`src/core/csd_regs.vh`:
```
// Register map, field codes and reset values of the clock synth configuration decoder
`ifndef CSD_REGS_VH
`define CSD_REGS_VH
`define CSD_ADDR_GLOBAL 12'h000
`define CSD_ADDR_MODAL0 12'h004
`define CSD_ADDR_RATIO0 12'h014
`define CSD_ADDR_LOCKED 12'h024
`define CSD_ADDR_STATUS 12'h028
`define CSD_ADDR_CTRL0 12'h02C
`define CSD_ADDR_CTRL1 12'h030
`define CSD_GLB_BW_LSB 0
`define CSD_GLB_P2_LSB 3
`define CSD_GLB_FMT_BIT 6
`define CSD_GLB_UNL_BIT 7
`define CSD_GLB_DIV_LSB 8
`define CSD_GLB_LOCKDRV_BIT 10
`define CSD_GLB_RESET 11'h000
`define CSD_MOD_FRAC_BIT 0
`define CSD_MOD_RIDX_LSB 1
`define CSD_MOD_AUX_LSB 3
`define CSD_MOD_SHIFT_LSB 5
`define CSD_MOD_RESET 7'h00
`define CSD_RATIO_RESET 32'h00000000
`define CSD_AUX_REF 2'h0
`define CSD_AUX_SYNC 2'h1
`define CSD_AUX_MAIN 2'h2
`define CSD_AUX_LOCK 2'h3
`define CSD_DIV_4 2'h0
`define CSD_DIV_2 2'h1
`define CSD_DIV_1 2'h2
`define CSD_P2_DIS_MAIN 3'h0
`define CSD_P2_DIS_AUX 3'h1
`define CSD_P2_DIS_BOTH 3'h2
`define CSD_P2_SHIFT_EN 3'h3
`define CSD_P2_FORCE_MAN 3'h4
`define CSD_P2_FRAC_OVR 3'h6
`define CSD_P2_AUX_FORCE 3'h7
`define CSD_FRAC_BITS_HIGH 5'h0C
`define CSD_FRAC_BITS_ACC 5'h14
`endif

```
`src/core/csd_config_decode.v`:
```
// Clock synth configuration decoder with APB access to the stored settings
//
// The APB register port and the register addresses were left to the implementer.
`timescale 1ns/1ps
`include "csd_regs.vh"
module csd_config_decode #(
  parameter RW = 32
) (
  // Clock and reset
  input wire pclk,
  input wire presetn,
  // APB slave
  input wire psel,
  input wire penable,
  input wire pwrite,
  input wire [11:0] paddr,
  input wire [31:0] pwdata,
  output wire pready,
  output reg [31:0] prdata,
  output wire pslverr,
  // Mode pins and loop state
  input wire [1:0] mode_pins,
  input wire third_mode_pin,
  input wire auto_switch_en,
  input wire sync_clk_present,
  input wire pll_locked,
  input wire dynamic_ratio_valid,
  // Decoded controls
  output reg fractional_source_select,
  output reg [4:0] ratio_frac_bits,
  output reg [RW-1:0] effective_ratio,
  output reg [2:0] reference_divider,
  output reg reference_divider_valid,
  output reg [7:0] min_loop_bandwidth_hz,
  output reg [1:0] auxiliary_source_select,
  output reg ratio_shift_enable,
  output reg [1:0] ratio_shift_select,
  output reg main_out_enable,
  output reg main_out_force_low,
  output reg aux_out_enable,
  // Auxiliary pin as lock indicator
  output reg aux_lock_active,
  output reg aux_lock_out,
  output reg aux_lock_oe_n
);
  localparam MW = 7;
  localparam GW = 11;
  reg [GW-1:0] global_cfg;
  reg [MW-1:0] modal_cfg [0:3];
  reg [RW-1:0] user_ratio_word [0:3];
  reg programmed;
  wire [4*MW-1:0] modal_flat;
  wire [4*RW-1:0] ratio_flat;
  wire [MW-1:0] modal_sel;
  wire [RW-1:0] ratio_sel;
  wire wr_en;
  wire rd_en;
  wire [2:0] third_pin_function;
  wire ratio_format_select;
  wire output_on_unlock;
  wire [1:0] reference_divider_select;
  wire lock_indicator_driver_cfg;
  wire [2:0] min_loop_bandwidth;
  reg next_frac;
  reg [1:0] next_aux;
  reg next_main_en;
  reg next_aux_en;
  reg [2:0] next_div;
  reg next_div_ok;
  reg auto_manual;

  assign pready = 1'b1;
  assign wr_en = psel & penable & pwrite;
  assign rd_en = psel & ~penable & ~pwrite;
  assign pslverr = psel & penable & (paddr > `CSD_ADDR_CTRL1);
  assign third_pin_function = global_cfg[`CSD_GLB_P2_LSB +: 3];
  assign ratio_format_select = global_cfg[`CSD_GLB_FMT_BIT];
  assign output_on_unlock = global_cfg[`CSD_GLB_UNL_BIT];
  assign reference_divider_select = global_cfg[`CSD_GLB_DIV_LSB +: 2];
  assign lock_indicator_driver_cfg = global_cfg[`CSD_GLB_LOCKDRV_BIT];
  assign min_loop_bandwidth = global_cfg[`CSD_GLB_BW_LSB +: 3];

  // Storage is one-time: writes land only until a 1 is written to bit 0 of the lock word
  integer i;
  always @(posedge pclk or negedge presetn)
  begin
    if (!presetn)
    begin
      global_cfg <= `CSD_GLB_RESET;
      programmed <= 1'b0;
      for (i = 0; i < 4; i = i + 1)
      begin
        modal_cfg[i] <= `CSD_MOD_RESET;
        user_ratio_word[i] <= `CSD_RATIO_RESET;
      end
    end
    else if (wr_en && !programmed)
    begin
      if (paddr == `CSD_ADDR_GLOBAL)
        global_cfg <= pwdata[GW-1:0];
      if (paddr == `CSD_ADDR_LOCKED)
        programmed <= pwdata[0];
      for (i = 0; i < 4; i = i + 1)
      begin
        if (paddr == `CSD_ADDR_MODAL0 + 12'h004 * i[11:0])
          modal_cfg[i] <= pwdata[MW-1:0];
        if (paddr == `CSD_ADDR_RATIO0 + 12'h004 * i[11:0])
          user_ratio_word[i] <= pwdata[RW-1:0];
      end
    end
  end

  genvar g;
  generate
    for (g = 0; g < 4; g = g + 1)
    begin : g_flat
      assign modal_flat[g*MW +: MW] = modal_cfg[g];
      assign ratio_flat[g*RW +: RW] = user_ratio_word[g];
    end
  endgenerate

  csd_modal_mux #(
    .MW(MW),
    .RW(RW)
  ) u_mux (
    .modal_sets(modal_flat),
    .ratio_sets(ratio_flat),
    .set_index(mode_pins),
    .modal_sel(modal_sel),
    .ratio_sel(ratio_sel)
  );

  // Decode of source, aux route, output enables and divider
  always @*
  begin
    auto_manual = (third_pin_function == `CSD_P2_FORCE_MAN) && third_mode_pin;
    if (auto_switch_en && !auto_manual)
      next_frac = sync_clk_present & dynamic_ratio_valid;
    else if (third_pin_function == `CSD_P2_FRAC_OVR && !auto_switch_en)
      next_frac = third_mode_pin;
    else
      next_frac = modal_sel[`CSD_MOD_FRAC_BIT];
    if (third_pin_function == `CSD_P2_AUX_FORCE && third_mode_pin)
      next_aux = `CSD_AUX_MAIN;
    else
      next_aux = modal_sel[`CSD_MOD_AUX_LSB +: 2];
    // Pin high disables; 101 falls to default so no output is touched
    next_main_en = 1'b1;
    next_aux_en = 1'b1;
    case (third_pin_function)
      `CSD_P2_DIS_MAIN: next_main_en = ~third_mode_pin;
      `CSD_P2_DIS_AUX: next_aux_en = ~third_mode_pin;
      `CSD_P2_DIS_BOTH:
      begin
        next_main_en = ~third_mode_pin;
        next_aux_en = ~third_mode_pin;
      end
      default: next_main_en = 1'b1;
    endcase
    // Reserved divider code keeps divide by 4, the safest for fast refs
    case (reference_divider_select)
      `CSD_DIV_4: next_div = 3'h4;
      `CSD_DIV_2: next_div = 3'h2;
      `CSD_DIV_1: next_div = 3'h1;
      default: next_div = 3'h4;
    endcase
    next_div_ok = (reference_divider_select != 2'h3);
  end

  always @(posedge pclk or negedge presetn)
  begin
    if (!presetn)
    begin
      fractional_source_select <= 1'b0;
      ratio_frac_bits <= `CSD_FRAC_BITS_ACC;
      effective_ratio <= `CSD_RATIO_RESET;
      reference_divider <= 3'h4;
      reference_divider_valid <= 1'b1;
      min_loop_bandwidth_hz <= 8'h01;
      auxiliary_source_select <= `CSD_AUX_REF;
      ratio_shift_enable <= 1'b0;
      ratio_shift_select <= 2'h0;
      main_out_enable <= 1'b0;
      main_out_force_low <= 1'b1;
      aux_out_enable <= 1'b0;
      aux_lock_active <= 1'b0;
      aux_lock_out <= 1'b1;
      aux_lock_oe_n <= 1'b1;
    end
    else
    begin
      fractional_source_select <= next_frac;
      if (next_frac && !ratio_format_select)
        ratio_frac_bits <= `CSD_FRAC_BITS_HIGH;
      else
        ratio_frac_bits <= `CSD_FRAC_BITS_ACC;
      effective_ratio <= ratio_sel;
      reference_divider <= next_div;
      reference_divider_valid <= next_div_ok;
      min_loop_bandwidth_hz <= 8'h01 << min_loop_bandwidth;
      auxiliary_source_select <= next_aux;
      ratio_shift_enable <= (third_pin_function == `CSD_P2_SHIFT_EN) && third_mode_pin;
      ratio_shift_select <= modal_sel[`CSD_MOD_SHIFT_LSB +: 2];
      main_out_enable <= next_main_en;
      main_out_force_low <= ~output_on_unlock & ~pll_locked;
      aux_out_enable <= next_aux_en;
      aux_lock_active <= (next_aux == `CSD_AUX_LOCK);
      if (next_aux != `CSD_AUX_LOCK)
      begin
        aux_lock_out <= 1'b0;
        aux_lock_oe_n <= 1'b1;
      end
      else if (!lock_indicator_driver_cfg)
      begin
        aux_lock_out <= ~pll_locked;
        aux_lock_oe_n <= ~next_aux_en;
      end
      else
      begin
        aux_lock_out <= 1'b0;
        aux_lock_oe_n <= pll_locked | ~next_aux_en;
      end
    end
  end

  // Read data registered in setup so it is valid through access
  always @(posedge pclk or negedge presetn)
  begin
    if (!presetn)
      prdata <= 32'h00000000;
    else if (rd_en)
    begin
      prdata <= 32'h00000000;
      case (paddr)
        `CSD_ADDR_GLOBAL: prdata <= {21'h000000, global_cfg};
        `CSD_ADDR_LOCKED: prdata <= {31'h00000000, programmed};
        `CSD_ADDR_STATUS: prdata <= {20'h00000, reference_divider_valid, reference_divider,
          ratio_frac_bits, fractional_source_select, auxiliary_source_select};
        `CSD_ADDR_CTRL0: prdata <= {24'h000000, min_loop_bandwidth_hz};
        `CSD_ADDR_CTRL1: prdata <= {26'h0000000, ratio_shift_enable, ratio_shift_select,
          main_out_enable, main_out_force_low, aux_out_enable};
        default:
        begin
          for (i = 0; i < 4; i = i + 1)
          begin
            if (paddr == `CSD_ADDR_MODAL0 + 12'h004 * i[11:0])
              prdata <= {25'h0000000, modal_cfg[i]};
            if (paddr == `CSD_ADDR_RATIO0 + 12'h004 * i[11:0])
              prdata <= user_ratio_word[i];
          end
        end
      endcase
    end
  end
endmodule // csd_config_decode

```
`src/core/csd_modal_mux.v`:
```
// Selector of one of four modal configuration sets and its ratio word
`timescale 1ns/1ps
module csd_modal_mux #(
  parameter MW = 7,
  parameter RW = 32
) (
  // Stored sets, packed set 0 lowest
  input wire [4*MW-1:0] modal_sets,
  input wire [4*RW-1:0] ratio_sets,
  // Index
  input wire [1:0] set_index,
  // Selected outputs
  output wire [MW-1:0] modal_sel,
  output wire [RW-1:0] ratio_sel
);
  assign modal_sel = modal_sets[set_index*MW +: MW];
  assign ratio_sel = ratio_sets[set_index*RW +: RW];
endmodule // csd_modal_mux

```
`config.mk`:
```
export PLATFORM = sky130hd
export DESIGN_NAME = csd_config_decode
export DESIGN_NICKNAME = d
export VERILOG_FILES = /design/src/core/csd_config_decode.v /design/src/core/csd_modal_mux.v
export VERILOG_INCLUDE_DIRS = /design/src /design/src/core
export SDC_FILE = /design/constraint.sdc
export NUM_CORES = 1
export LEC_CHECK = 0
export BUFFER_PORTS_ARGS = -buffer_cell sky130_fd_sc_hd__buf_2
export CORE_MARGIN = 2
export CORE_UTILIZATION = 55
export DETAILED_ROUTE_END_ITERATION = 12
export GPL_ROUTABILITY_DRIVEN = 0
export PLACE_DENSITY = 0.76
export SYNTH_ARGS = -nofsm -noshare
export SYNTH_HDL_FRONTEND = slang
export SYNTH_SLANG_ARGS = --single-unit
```
`constraint.sdc`:
```
create_clock -name pclk -period 5.6 [get_ports pclk]
set_input_delay 0.84 -clock pclk [delete_from_list [all_inputs] [get_ports pclk]]
set_output_delay 0.84 -clock pclk [all_outputs]
set_load 0.01 [all_outputs]
```
==> impl_metrics.yaml <==
logic_synthesis:
  synth_xor_area_share_pct: 0.146
  muxShareOfSynthArea_pct: 24.1
  synth_cell_types: 77
  postSynth.asyncResetShare_pct: 100
  synth_top_area_share_pct: 52.3
  synth_largest_area_cell: "dfrtp_1"
  synth_edf_count: 0
  ys_seq_area_share_pct: 53.8
  ys_warn_count: 0
  synth_fa_ha_area_share_pct: 0.396
  synth_top_cells_by_area: "dfrtp_1 (52%), mux2_2 (12%), mux4_2 (7.1%)"
  yosysMostFrequentCell: "dfrtp_1"
  ys.flop_type: "dfrtp_1"
  synth_seq_cells: 258
  synth_common_cells: "dfrtp_1 (251), mux2_2 (132), nor2_1 (45), mux4_2 (38), a22oi_1 (37)"
  synthCells: 896
  synth_area_um2: 12000
  synth_top_family_by_area: "multiplexers"
  yosys.area_share.simple_pct: 8.01
  avgSynthCellArea_um2: 13.4
  synth_compound_area_share_pct: 10.3
routing:
  drc_errors: 0
  drt_iter0_markers: 697
  num_vias: 8561
  route.detailed.vias_per_inst: 6.48
  drt_pass1_iterations: 5
  wl_per_cell_um: 24.2
  antenna_left: 0
  drt-total-wl_um: 32000
pwr:
  leakagePower_nw: 6.64
  p_per_area_nw_per_um2: 283
  total_power_mw: 3.89
  power_frac_comb_pct: 7.3
  power_switching_uw: 938
  pwr-share-seq_pct: 49.7
  irDropWorstVdd_mv: 0.176
  p_int_mw: 2.95
  switching_share_pct: 24.1
  p_clk_share_pct: 43.1
setup_path:
  cp_slowest_cell: "nor3b_1"
  path_class: "in2out"
  startpoint_type: "input port"
  critPathBufInv: 2
  critPathMostFrequentCell: "buf_2"
  max_stage_delay_ns: 0.68
  end_kind: "primary output"
  crit_family: "simple AND/OR/NAND/NOR gates"
  cp_cell_sequence: "buf_2 -> nor3b_1 -> nand4_1 -> and2_1 -> buf_2"
  required_ns: 4.76
  crit_fanout: 30
  cp.arrival_ns: 2.60
placement:
  detailed_place_hpwl_um: 21000
  portBuffers: 146
sta:
  rsz0062_at_grt: "false"
  slew_headroom_pct: 35.5
  final-max-slew-violation-count: 0
  final-setup-viol-count: 0
  skew_ns: 0.0102
  worstMarginPinSlew_ns: 0.968
  fin_crit_sh_pct: 61.4
  fmax_mhz: 291
  post-route-min-period_ns: 3.44
  hold_viol_final: 0
  setup_tns_ns: 0
floorplanning:
  die_h_um: 152
  coreArea_um2: 21600
  num_rows: 54
  design.die.area_um2: 23000
  chipWidth_um: 152
  io_pins: 151
  start_util_pct: 55.6
clocking:
  cts_num_sinks: 258
  postCtsHoldBufs: 0
  clockBufferDepth: 3
  cts_resized: 0
  cts_setup_buffers: 0
  cts-buffers-inserted: 26
  clk_pin_slew_worst_paths_ns: 0.06
  htreeDepth: 1
  clk_latency_ns: 0.54
  cts_tree: "yes"
  cts_root_buf: "clkbuf_16"
cells_and_area:
  drive_gt1_share_pct: 40.5
  multi_input_area_um2: 5200
  nFillCells: 1661
  syn2layout_area_growth_pct: 14.5
  regArea_um2: 6460
  nNetsFinal: 1079
global_routing:
  grt_pass1_wl_um: 49700
  grt_pass1_vias: 8613
  grt_usage_pct: 28.2
  grt_max_degree: 131
  antenna_found_initial: 0
  gr-total-overflow: 0
status:
  status: "completed"
hold_path:
  hold_path.class: "in2async"
job:
  drv_cap: 0
-- power by group through the flow --
stage          combinational, mW  sequential, mW  clock (mW)
2_1_floorplan              0.117            1.98           0
3_3_place_gp               0.279            1.96           0
3_5_place_dp               0.283            1.96           0
4_1_cts                    0.284            1.93        1.69
5_1_grt                    0.312            1.93        1.77
6_report                   0.283            1.93        1.67
-- area by class of cell --
class,count,share of cell area [%]
Sequential cell,258,47.0
Multi-Input combinational cell,562,37.8
Timing Repair Buffer,160,6.42
Clock buffer,43,5.41
Tap cell,280,2.55
Clock inverter,5,0.446
Inverter,12,0.327
Antenna cell,1,0.0182
-- routing by layer --
metal / track usage, % / wire [um]
met1: 39.0 / 12900
met2: 45.5 / 15600
met3: 4.91 / 2530
met4: 9.68 / 993
met5: 0 / 0
-- stage by stage --
step                util (%)  hold slack (ns)  cells  area (um2)  worst slack (ns)
finish                  63.6            0.416   1321       13800              2.16
detailed placement      59.9            0.422   1272       12900              1.75
floorplan                  -            0.384    898       12000              2.87
CTS                     63.6            0.437   1320       13800              2.23
global route            63.6            0.469   1320       13800              2.05
global placement        59.9            0.407   1272       12900              1.87
-- state kept, by name, indices dropped and copies added (netlist names), 2 cells and up --
register	cells
min_loop_bandwidth_hz	8
effective_ratio	32
ratio_frac_bits	2
auxiliary_source_select	2
ratio_shift_select	2
modal_cfg	28
reference_divider	3
ratio_flat	128
global_cfg	11
prdata	32
-- cell usage in the layout (no fill, tap or decap), types with 6 or more instances in the layout --
cell	n
clkbuf_1	14
a31oi_1	15
and3_1	6
a21oi_1	33
buf_2	145
nand3_1	14
a22oi_1	37
mux2i_1	6
dfstp_2	7
mux2_2	132
inv_1	12
mux4_2	38
nor2_1	45
nor3b_1	7
dfrtp_1	251
a32oi_1	8
nor2b_1	9
and2_1	6
o21ai_0	23
nand2_1	26
nor3_1	13
clkbuf_16	26
a221oi_1	18
mux2_4	30
nand2b_1	8
buf_4	11
-- logic make-up (layout without fill, tap and decap cells) --
logic type,Yosys count,in the layout
other,2,5
AND/OR/NAND/NOR,166,166
adder cells (fa/ha/maj),4,4
XOR/XNOR,2,2
flip-flops,258,258
AO/OA/AOI/OAI,176,176
buffers and inverters,78,220
multiplexers,210,210
-- path summary, 6_finish.rpt --
path | from | end | slack, ns | cells after the start
max | paddr[4] | pslverr | 2.16 | 5
min | presetn | effective_ratio[2] | 0.42 | 1
max reg2reg | programmed | ratio_flat[106] | 2.71 | 4
min reg2reg | global_cfg[7] | main_out_force_low | 0.44 | 1
max in group asynchronous | presetn | ratio_flat[74] | 3.99 | 2
min in group pclk | global_cfg[7] | main_out_force_low | 0.44 | 1
Note: power is estimated with default switching activity, not from simulation.
